`config.mk`:
```
export PLATFORM = sky130hd
export DESIGN_NAME = idw_source
export DESIGN_NICKNAME = d
export VERILOG_FILES = /design/src/idw_pkg.sv /design/src/idw_source.sv
export SDC_FILE = /design/constraint.sdc
export NUM_CORES = 2
export LEC_CHECK = 0
export BUFFER_PORTS_ARGS = -buffer_cell sky130_fd_sc_hd__buf_2
export CAP_MARGIN = 20
export CELL_PAD_IN_SITES_DETAIL_PLACEMENT = 1
export CELL_PAD_IN_SITES_GLOBAL_PLACEMENT = 1
export CORE_MARGIN = 2
export CORE_UTILIZATION = 35
export DETAILED_ROUTE_END_ITERATION = 10
export GPL_TIMING_DRIVEN = 0
export PLACE_DENSITY = 0.72
export SYNTH_ARGS = -nofsm -noshare
export SYNTH_HDL_FRONTEND = slang
export SYNTH_SLANG_ARGS = --single-unit
```
`constraint.sdc`:
```
create_clock -name core_clk_in -period 14.3 [get_ports core_clk_in]
set_clock_uncertainty 0.05 [all_clocks]
set_input_delay 2.145 -clock core_clk_in [delete_from_list [all_inputs] [get_ports core_clk_in]]
set_output_delay 2.145 -clock core_clk_in [all_outputs]
set_load 0.01 [all_outputs]
```
`src/idw_pkg.sv`:
```
// Constants and types for the identify parameter-word source
//
// Function
// - Word 88 (Ultra DMA supported and selected) reads zero
// - Words 92-127, 128-159 and 176-255 read zero
// - Word 164 reads the fixed value 001Bh
// - Without DMA: word 49 is 0100h, words 52, 63, 65 read zero
// - Word 0 reads the fixed configuration code 848Ah
// - Words 7-8 hold the card sector count
// - Serial number is right justified, padded on the left with 20h
// - Model number is left justified, padded on the right with 20h
// - Word 20 reports a dual-ported multi-sector buffer, 0002h
// - Word 21 reports a buffer of two 512-byte sectors
// - Word 48 reports no 32-bit transfers
// - Word 49 shows LBA and DMA (0300h) with DMA on, only the DMA bit (0100h) with DMA off
// - Word 51 reports the highest legacy PIO mode, 0 to 2
// - Word 52 reports no single-word DMA mode
// - Word 53 has bits 0 and 1 set
// - Words 57-58 equal cylinders times heads times sectors per track
// - Word 59 high byte always reads 01h
// - Word 59 low byte resets to 00h, reads 01h after set-multiple
// - Word 64 has bits 0 and 1 set, PIO modes 3 and 4
// - DMA request drops when the host reads faster than the recommended cycle
// - Words 60-61 hold the LBA addressable sector count
// - Words 54-56 hold current cylinders, heads, sectors per track
// - Word 49 bit 8 flags DMA, bit 9 flags LBA
// - Word 7 holds the high half, word 8 the low half
// - Block moves with the single-sector read request handshake
// - Every reserved bit and word reads zero
`default_nettype none
package idw_pkg;
    localparam logic [15:0] W_GENCFG = 16'h848A;
    localparam logic [15:0] W_BUFTYPE = 16'h0002;
    localparam logic [15:0] W_BUFSIZE = 16'h0002;
    localparam logic [15:0] W_ECC = 16'h0004;
    localparam logic [15:0] W_MAXMULT = 16'h0001;
    localparam logic [15:0] W_CAP_LBA = 16'h0200;
    localparam logic [15:0] W_CAP_DMA = 16'h0100;
    localparam logic [15:0] W_VALID = 16'h0003;
    localparam logic [7:0] W_MULT_VALID = 8'h01;
    localparam logic [15:0] W_MWDMA = 16'h0007;
    localparam logic [15:0] W_ADVPIO = 16'h0003;
    localparam logic [15:0] W_CYCLE_NS = 16'h0078;
    localparam logic [15:0] W_FEAT83 = 16'h4004;
    localparam logic [15:0] W_FEAT84 = 16'h4000;
    localparam logic [15:0] W_FEAT86 = 16'h0004;
    localparam logic [15:0] W_FEAT87 = 16'h4000;
    localparam logic [15:0] W_ADV164 = 16'h001B;
    localparam logic [8:0] WORD_COUNT = 9'h100;
    // Register map, byte addresses
    localparam logic [7:0] A_CTRL = 8'h00;
    localparam logic [7:0] A_CYL = 8'h04;
    localparam logic [7:0] A_HEAD = 8'h08;
    localparam logic [7:0] A_SPT = 8'h0C;
    localparam logic [7:0] A_CARD = 8'h10;
    localparam logic [7:0] A_STAT = 8'h14;
    localparam logic [7:0] A_MISC = 8'h18;
    // Control fields
    localparam int CTRL_DMA = 0;
    localparam int CTRL_MULT = 1;
    localparam int CTRL_PIO_LSB = 2;
    localparam logic [1:0] PIO_RESET = 2'h2;
    // Recommended DMA cycle, rounded up to clocks
    localparam int CLK_NS = 8;
    localparam int REC_NS = 120;
    localparam int REC_CYC = (REC_NS + CLK_NS - 1) / CLK_NS;
    typedef struct packed {
        logic dma_en;
        logic mult_one;
        logic [1:0] pio_mode;
    } idw_cfg_s;
    typedef struct packed {
        logic [15:0] cyl;
        logic [15:0] head;
        logic [15:0] spt;
    } idw_geom_s;
    localparam logic [1:0] RESP_OKAY = 2'h0;
    localparam logic [1:0] RESP_SLVERR = 2'h2;
endpackage
`default_nettype wire

```
`src/idw_source.sv`:
```
// Identify parameter-word source with AXI4-Lite configuration
//
// Chosen here: register access over AXI4-Lite and the address map.
`default_nettype none
module idw_source #(
    parameter logic [15:0] DEF_CYL = 16'h03D4,
    parameter logic [15:0] DEF_HEAD = 16'h0010,
    parameter logic [15:0] DEF_SPT = 16'h0020,
    parameter logic [31:0] DEF_CARD = 32'h0007A800,
    parameter logic [15:0] MAJOR_VER = 16'h0000,
    parameter logic [63:0] FW_TEXT = "REV 1.00",
    parameter logic [319:0] MODEL_TEXT = "GENERIC FLASH CARD",
    parameter int MODEL_LEN = 18,
    parameter logic [159:0] SERIAL_TEXT = "000000001",
    parameter int SERIAL_LEN = 9
) (
    // Clock and reset
    input wire logic core_clk_in,
    input wire logic rst_b_in,
    // Command side
    input wire logic start_in,
    input wire logic start_dma_in,
    input wire logic rd_strobe_in,
    output logic drq_out,
    output logic dmarq_out,
    output logic [15:0] data_out,
    // AXI4-Lite
    input wire logic [7:0] s_axi_awaddr,
    input wire logic s_axi_awvalid,
    output logic s_axi_awready,
    input wire logic [31:0] s_axi_wdata,
    input wire logic [3:0] s_axi_wstrb,
    input wire logic s_axi_wvalid,
    output logic s_axi_wready,
    output logic [1:0] s_axi_bresp,
    output logic s_axi_bvalid,
    input wire logic s_axi_bready,
    input wire logic [7:0] s_axi_araddr,
    input wire logic s_axi_arvalid,
    output logic s_axi_arready,
    output logic [31:0] s_axi_rdata,
    output logic [1:0] s_axi_rresp,
    output logic s_axi_rvalid,
    input wire logic s_axi_rready
);

////////////////////////////////////////////////////////////////////////////////

    idw_pkg::idw_cfg_s cfg;
    idw_pkg::idw_geom_s geom;
    logic [31:0] card_sectors;
    logic [15:0] apm_val;
    logic [15:0] erase_time;
    logic [31:0] capacity;
    logic [7:0] word_idx;
    logic busy;
    logic dma_xfer;
    logic [4:0] gap_cnt;
    logic hold;
    logic aw_got;
    logic w_got;
    logic [7:0] aw_addr;
    logic [31:0] w_data;
    logic [3:0] w_strb;
    logic wr_go;
    logic [15:0] next_word;
    logic [7:0] next_idx;

    // Byte of a padded ASCII field; text sits in the low bytes
    function automatic logic [7:0] text_byte(input logic [319:0] text, input int len,
                                             input int pos, input int width,
                                             input logic right);
        int k;
        k = right ? pos - (width - len) : pos;
        if (k < 0 || k >= len) begin
            text_byte = 8'h20;
        end else begin
            text_byte = text[8 * (len - 1 - k) +: 8];
        end
    endfunction

    function automatic logic [15:0] text_word(input logic [319:0] text, input int len,
                                              input int w, input int width,
                                              input logic right);
        text_word = {text_byte(text, len, 2 * w, width, right),
                     text_byte(text, len, 2 * w + 1, width, right)};
    endfunction

////////////////////////////////////////////////////////////////////////////////

    // Parameter word lookup; unnamed words fall through to zero
    function automatic logic [15:0] word_at(input logic [7:0] i);
        word_at = 16'h0000;
        case (i)
            8'h00: word_at = idw_pkg::W_GENCFG;
            8'h01: word_at = geom.cyl;
            8'h03: word_at = geom.head;
            8'h06: word_at = geom.spt;
            8'h07: word_at = card_sectors[31:16];
            8'h08: word_at = card_sectors[15:0];
            8'h14: word_at = idw_pkg::W_BUFTYPE;
            8'h15: word_at = idw_pkg::W_BUFSIZE;
            8'h16: word_at = idw_pkg::W_ECC;
            8'h2F: word_at = idw_pkg::W_MAXMULT;
            8'h30: word_at = 16'h0000;
            8'h31: begin
                word_at = idw_pkg::W_CAP_LBA | (cfg.dma_en ? idw_pkg::W_CAP_DMA : 16'h0000);
                if (!cfg.dma_en) begin
                    word_at = idw_pkg::W_CAP_DMA;
                end
            end
            8'h33: word_at = {6'h00, cfg.pio_mode, 8'h00};
            8'h34: word_at = 16'h0000;
            8'h35: word_at = idw_pkg::W_VALID;
            8'h36: word_at = geom.cyl;
            8'h37: word_at = geom.head;
            8'h38: word_at = geom.spt;
            8'h39: word_at = capacity[15:0];
            8'h3A: word_at = capacity[31:16];
            8'h3B: word_at = {idw_pkg::W_MULT_VALID, 7'h00, cfg.mult_one};
            8'h3C: word_at = card_sectors[15:0];
            8'h3D: word_at = card_sectors[31:16];
            8'h3F: word_at = cfg.dma_en ? idw_pkg::W_MWDMA : 16'h0000;
            8'h40: word_at = idw_pkg::W_ADVPIO;
            8'h41: word_at = cfg.dma_en ? idw_pkg::W_CYCLE_NS : 16'h0000;
            8'h42: word_at = cfg.dma_en ? idw_pkg::W_CYCLE_NS : 16'h0000;
            8'h43: word_at = idw_pkg::W_CYCLE_NS;
            8'h44: word_at = idw_pkg::W_CYCLE_NS;
            8'h50: word_at = MAJOR_VER;
            8'h53: word_at = idw_pkg::W_FEAT83;
            8'h54: word_at = idw_pkg::W_FEAT84;
            8'h56: word_at = idw_pkg::W_FEAT86;
            8'h57: word_at = idw_pkg::W_FEAT87;
            8'h58: word_at = 16'h0000;
            8'h59: word_at = erase_time;
            8'h5B: word_at = apm_val;
            8'hA4: word_at = idw_pkg::W_ADV164;
            default: begin
                if (i >= 8'h0A && i <= 8'h13) begin
                    word_at = text_word({160'h0, SERIAL_TEXT}, SERIAL_LEN,
                                        int'(i) - 10, 20, 1'b1);
                end else if (i >= 8'h17 && i <= 8'h1A) begin
                    word_at = text_word({256'h0, FW_TEXT}, 8, int'(i) - 23, 8, 1'b0);
                end else if (i >= 8'h1B && i <= 8'h2E) begin
                    word_at = text_word(MODEL_TEXT, MODEL_LEN,
                                        int'(i) - 27, 40, 1'b0);
                end
            end
        endcase
    endfunction

////////////////////////////////////////////////////////////////////////////////

    // Word stream, same request handshake as a one-sector read
    always_comb begin
        next_idx = word_idx;
        if (start_in) begin
            next_idx = 8'h00;
        end else if (busy && rd_strobe_in) begin
            next_idx = word_idx + 8'h01;
        end
        next_word = word_at(next_idx);
    end

    always_ff @(posedge core_clk_in) begin
        if (!rst_b_in) begin
            word_idx <= 8'h00;
            busy <= 1'b0;
            drq_out <= 1'b0;
            dma_xfer <= 1'b0;
            data_out <= 16'h0000;
        end else begin
            word_idx <= next_idx;
            data_out <= next_word;
            if (start_in) begin
                busy <= 1'b1;
                drq_out <= 1'b1;
                dma_xfer <= start_dma_in && cfg.dma_en;
            end else if (busy && rd_strobe_in && word_idx == 8'hFF) begin
                busy <= 1'b0;
                drq_out <= 1'b0;
                dma_xfer <= 1'b0;
            end
        end
    end

    // Pacing: a read sooner than the recommended cycle holds off the request
    always_ff @(posedge core_clk_in) begin
        if (!rst_b_in) begin
            gap_cnt <= 5'h00;
            hold <= 1'b0;
            dmarq_out <= 1'b0;
        end else begin
            if (start_in || rd_strobe_in) begin
                gap_cnt <= 5'h00;
            end else if (gap_cnt < 5'(idw_pkg::REC_CYC)) begin
                gap_cnt <= gap_cnt + 5'h01;
            end
            if (rd_strobe_in && busy && gap_cnt < 5'(idw_pkg::REC_CYC - 1)) begin
                hold <= 1'b1;
            end else if (gap_cnt >= 5'(idw_pkg::REC_CYC - 1)) begin
                hold <= 1'b0;
            end
            dmarq_out <= (start_in ? start_dma_in && cfg.dma_en
                          : dma_xfer && drq_out && !(busy && rd_strobe_in && word_idx == 8'hFF))
                         && !(hold || (rd_strobe_in && gap_cnt < 5'(idw_pkg::REC_CYC - 1)));
        end
    end

    // Registered product keeps the multiplier off the read path
    always_ff @(posedge core_clk_in) begin
        if (!rst_b_in) begin
            capacity <= 32'h0000_0000;
        end else begin
            capacity <= 32'(geom.cyl) * 32'(geom.head) * 32'(geom.spt);
        end
    end

////////////////////////////////////////////////////////////////////////////////

    // AXI4-Lite write path; address and data taken in either order
    assign wr_go = aw_got && w_got && !s_axi_bvalid;

    always_ff @(posedge core_clk_in) begin
        if (!rst_b_in) begin
            aw_got <= 1'b0;
            w_got <= 1'b0;
            aw_addr <= 8'h00;
            w_data <= 32'h0000_0000;
            w_strb <= 4'h0;
            s_axi_awready <= 1'b1;
            s_axi_wready <= 1'b1;
            s_axi_bvalid <= 1'b0;
            s_axi_bresp <= idw_pkg::RESP_OKAY;
        end else begin
            if (s_axi_awvalid && s_axi_awready) begin
                aw_got <= 1'b1;
                aw_addr <= s_axi_awaddr;
                s_axi_awready <= 1'b0;
            end
            if (s_axi_wvalid && s_axi_wready) begin
                w_got <= 1'b1;
                w_data <= s_axi_wdata;
                w_strb <= s_axi_wstrb;
                s_axi_wready <= 1'b0;
            end
            if (wr_go) begin
                aw_got <= 1'b0;
                w_got <= 1'b0;
                s_axi_bvalid <= 1'b1;
                s_axi_bresp <= (aw_addr[7:2] <= idw_pkg::A_MISC[7:2] && aw_addr != idw_pkg::A_STAT)
                               ? idw_pkg::RESP_OKAY : idw_pkg::RESP_SLVERR;
            end
            if (s_axi_bvalid && s_axi_bready) begin
                s_axi_bvalid <= 1'b0;
                s_axi_awready <= 1'b1;
                s_axi_wready <= 1'b1;
            end
        end
    end

    // Configuration; geometry edits mid-block also change the word now on data_out
    always_ff @(posedge core_clk_in) begin
        if (!rst_b_in) begin
            cfg <= '{dma_en: 1'b0, mult_one: 1'b0, pio_mode: idw_pkg::PIO_RESET};
            geom <= '{cyl: DEF_CYL, head: DEF_HEAD, spt: DEF_SPT};
            card_sectors <= DEF_CARD;
            apm_val <= 16'h0000;
            erase_time <= 16'h0000;
        end else if (wr_go) begin
            case ({aw_addr[7:2], 2'b00})
                idw_pkg::A_CTRL: begin
                    if (w_strb[0]) begin
                        cfg.dma_en <= w_data[idw_pkg::CTRL_DMA];
                        cfg.mult_one <= w_data[idw_pkg::CTRL_MULT];
                        if (w_data[idw_pkg::CTRL_PIO_LSB +: 2] != 2'h3) begin
                            cfg.pio_mode <= w_data[idw_pkg::CTRL_PIO_LSB +: 2];
                        end
                    end
                end
                idw_pkg::A_CYL: begin
                    if (w_strb[0]) geom.cyl[7:0] <= w_data[7:0];
                    if (w_strb[1]) geom.cyl[15:8] <= w_data[15:8];
                end
                idw_pkg::A_HEAD: begin
                    if (w_strb[0]) geom.head[7:0] <= w_data[7:0];
                    if (w_strb[1]) geom.head[15:8] <= w_data[15:8];
                end
                idw_pkg::A_SPT: begin
                    if (w_strb[0]) geom.spt[7:0] <= w_data[7:0];
                    if (w_strb[1]) geom.spt[15:8] <= w_data[15:8];
                end
                idw_pkg::A_CARD: begin
                    for (int b = 0; b < 4; b++) begin
                        if (w_strb[b]) card_sectors[8 * b +: 8] <= w_data[8 * b +: 8];
                    end
                end
                idw_pkg::A_MISC: begin
                    if (w_strb[0]) apm_val[7:0] <= w_data[7:0];
                    if (w_strb[1]) apm_val[15:8] <= w_data[15:8];
                    if (w_strb[2]) erase_time[7:0] <= w_data[23:16];
                    if (w_strb[3]) erase_time[15:8] <= w_data[31:24];
                end
                default: begin
                end
            endcase
        end
    end

    // AXI4-Lite read path, one cycle to answer
    always_ff @(posedge core_clk_in) begin
        if (!rst_b_in) begin
            s_axi_arready <= 1'b1;
            s_axi_rvalid <= 1'b0;
            s_axi_rdata <= 32'h0000_0000;
            s_axi_rresp <= idw_pkg::RESP_OKAY;
        end else if (s_axi_arvalid && s_axi_arready) begin
            s_axi_arready <= 1'b0;
            s_axi_rvalid <= 1'b1;
            s_axi_rresp <= idw_pkg::RESP_OKAY;
            case ({s_axi_araddr[7:2], 2'b00})
                idw_pkg::A_CTRL: s_axi_rdata <= {28'h0, cfg.pio_mode, cfg.mult_one, cfg.dma_en};
                idw_pkg::A_CYL: s_axi_rdata <= {16'h0, geom.cyl};
                idw_pkg::A_HEAD: s_axi_rdata <= {16'h0, geom.head};
                idw_pkg::A_SPT: s_axi_rdata <= {16'h0, geom.spt};
                idw_pkg::A_CARD: s_axi_rdata <= card_sectors;
                idw_pkg::A_STAT: s_axi_rdata <= {22'h0, dma_xfer, busy, word_idx};
                idw_pkg::A_MISC: s_axi_rdata <= {erase_time, apm_val};
                default: begin
                    s_axi_rdata <= 32'h0000_0000;
                    s_axi_rresp <= idw_pkg::RESP_SLVERR;
                end
            endcase
        end else if (s_axi_rvalid && s_axi_rready) begin
            s_axi_rvalid <= 1'b0;
            s_axi_arready <= 1'b1;
        end
    end
endmodule
`default_nettype wire

```
==> flow_summary.toml <==
[cells_and_area]
nets = 4805
antenna-diode-count = 0
synthToLayoutAreaGrowth_pct = 9.82
fin_cells = 5322
drive_above_1_share_pct = 5.54

[clocking]
cts_tree = "built"
clkSinkCount = 266
clkTransAtPathRegs_ps = 60
cts_max_path_buffers = 3
clock_latency_ps = 590
postCtsSetupBuffers = 0
cts_buffers = 29
htree_levels = 1
clockRootBuffer = "clkbuf_16"

[sta]
clock.fmax_ghz = 0.0738
hold_violations = 0
slew_headroom_pct = 15.6
tightestPinTransition_ps = 1270
tns_ps = 0
setup_viol = 0
rsz0062_at_grt = "false"
post-route-min-period_ps = 13560
period_share_pct = 94.8
drv_slew = 0

[setup_path]
critPathTopFamily = "adder cells"
reg2regPathDepth = 41
r2r-end = "capacity[31]"
crit_required_ps = 14730
worst-path-buf-inv = 8
end_kind = "flip-flop"
startpoint_type = "flip-flop"
cp_common_cell = "fa_1"
criticalPathCategory = "flip-flop to flip-flop"
critPathMaxFanout = 10
path_depth = 41
cp-startpoint = "geom[36]"
r2r_start = "geom[36]"
worstPathArrival_ps = 13990
regToRegSetupSlack_ps = 740
crit_slowest_cell = "dfxtp_1"
slowest_delay_ps = 860
crit_path_end = "capacity[31]"

[routing]
wire_per_inst_um = 23.7
dr.pass1.iters = 10
ant_nets = 0
num_vias = 28798
viasPerCell = 5.41
drtIter0Drc = 2406
wl_um = 126000
drc = 0

[placed_design]
dp_cells = 5274
hpwlAfterDp_um = 102000
gp_congestion = 0.952
port_buffers = 113

[pwr]
ir_drop_mv = 0.0799
power_density_nw_per_um2 = 45.2
finalPower_mw = 1.62
p_leak_nw = 14.8

[yosys]
yosysSeqAreaShare_pct = 16.3
synth_area_leader_cell = "fa_1"
ys_seq_elements = 266
ys_warn_count = 0
synth_top_area_share_pct = 30.6
synth_fa_ha_area_share_pct = 37.7
synth_edf_count = 0
synth-compound-area-share_pct = 11.6
synth_top_family_by_area = "adder cells"
synth_xor_area_share_pct = 3.02
synth.mux.area_fraction_pct = 1.76
yosys.area_share.simple_pct = 20.2
synth.area.top_cells = "fa_1, dfxtp_1, nand2_1, ha_1, inv_1"
syn_area_um2 = 32600
synthDistinctLibCells = 89
avgSynthCellArea_um2 = 8.33
synth_flop_cell = "dfxtp_1"
postSynth.asyncResetShare_pct = 0
netlist_instances = 3909

[floorplanning]
initial_core_util_pct = 35.4
io_pins = 121
die_w_um = 309
die_y_um = 309
row_count = 111
fp.coreArea_um2 = 91900
fp.dieArea_um2 = 95500

[global_route]
overflow = 0
grtUsageTotal_pct = 26.7
antenna_found_initial = 7
grt_start_max_net_pins = 16
grt_pass1_vias = 30767
grt_pass1_wl_um = 193000

[min_path]
holdPathStages = 2
hold_path.class = "flip-flop to flip-flop"

[status]
status = "completed"

[flow_run]
cap_violations = 0
## layer usage
layer	vias to the layer above	track usage (%)	share of wire (%)
met5	-	0	0.055
met3	225	3.95	6.6
li1	12747	-	-
met2	991	43.9	46
met1	14827	36.7	44
met4	8	6.80	2.9
## power by group
part / internal (mW) / switching, mW / total [mW]
clock: 0.424 / 0.328 / 0.753
combinational: 0.0276 / 0.0683 / 0.0959
sequential: 0.753 / 0.0165 / 0.770
## registers in the layout, indices dropped and copies added (netlist names), 4 cells and up
signal	flops
w_strb	4
s_axi_rdata	32
geom	48
erase_time	16
apm_val	16
cfg	4
capacity	32
aw_addr	8
card_sectors	32
word_idx	8
w_data	32
gap_cnt	5
data_out	16
## area by class of cell
type	count	area [um2]
Buffer	236	921
Clock buffer	42	875
Clock inverter	9	71.3
Fill cell	11155	56200
Inverter	562	2110
Multi-Input combinational cell	2838	24200
Sequential cell	266	5330
Tap cell	1243	1560
Timing Repair Buffer	126	671
## metrics by stage
step / utilization, % / setup WS [ps] / instance area (um2) / hold slack (ps)
4_1_cts: 38.9 / 100 / 35700 / 412
2_1_floorplan: - / 2720 / 32600 / 386
5_1_grt: 38.9 / 184 / 35800 / 432
3_3_place_gp: 37.7 / 190 / 34700 / 394
6_report: 38.9 / 742 / 35800 / 412
3_5_place_dp: 37.8 / 152 / 34800 / 404
## worst min-delay path, cell delays in order (launching register included)
cell	delay (ps)
dfxtp_1	310
nand2_1	50
a21oi_1	50
## Yosys cell counts, drive strengths merged (11+ instances only)
library cell / instances
nand2: 636
inv: 561
fa: 498
dfxtp: 266
and2: 253
a21oi: 243
nor2: 227
clkbuf: 226
ha: 186
nand3: 120
xnor2: 70
a22oi: 64
o21ai: 64
mux2i: 56
nor3: 47
nand2b: 32
a21o: 25
a221oi: 25
and3: 24
xor2: 24
a31oi: 23
buf: 18
nand4: 18
a222oi: 15
nor2b: 14
o22ai: 13
a211oi: 12
o31ai: 11
## worst min path at each step
stage	startpoint	end	slack (ps)
final	aw_addr[0]	aw_addr[0]	410
after global routing	aw_addr[0]	aw_addr[0]	430
after CTS	aw_addr[0]	aw_addr[0]	410
after detailed placement	aw_addr[0]	aw_addr[0]	400
after global placement	aw_addr[6]	aw_addr[6]	390
after floorplan	aw_addr[6]	aw_addr[6]	390
## logic make-up after synthesis
| family | after synthesis |
|---|---|
| other | 1 |
| muxes | 57 |
| and+or+nand+nor | 1415 |
| buffers and inverters | 806 |
| adders and majority gates | 684 |
| xor gates and xnor gates | 100 |
| DFF | 266 |
| AOI/OAI and AO/OA | 580 |
## repair_timing
item,4_1_cts,5_1_grt
setup endpoints to repair,0,5
hold buffers,0,0
gates resized for setup,0,13
## placed cells by master (no fill, tap or decap), drive strengths merged, types with 11 or more instances in the layout
master,instances
nand2,636
inv,563
fa,498
dfxtp,266
clkbuf,262
and2,253
a21oi,243
nor2,227
ha,186
buf,142
nand3,120
xnor2,70
a22oi,64
o21ai,64
mux2i,56
nor3,47
nand2b,32
a21o,25
a221oi,25
and3,24
xor2,24
a31oi,23
nand4,18
a222oi,15
nor2b,14
o22ai,13
a211oi,12
o31ai,11
No activity file was read; power rests on OpenSTA's default activity.
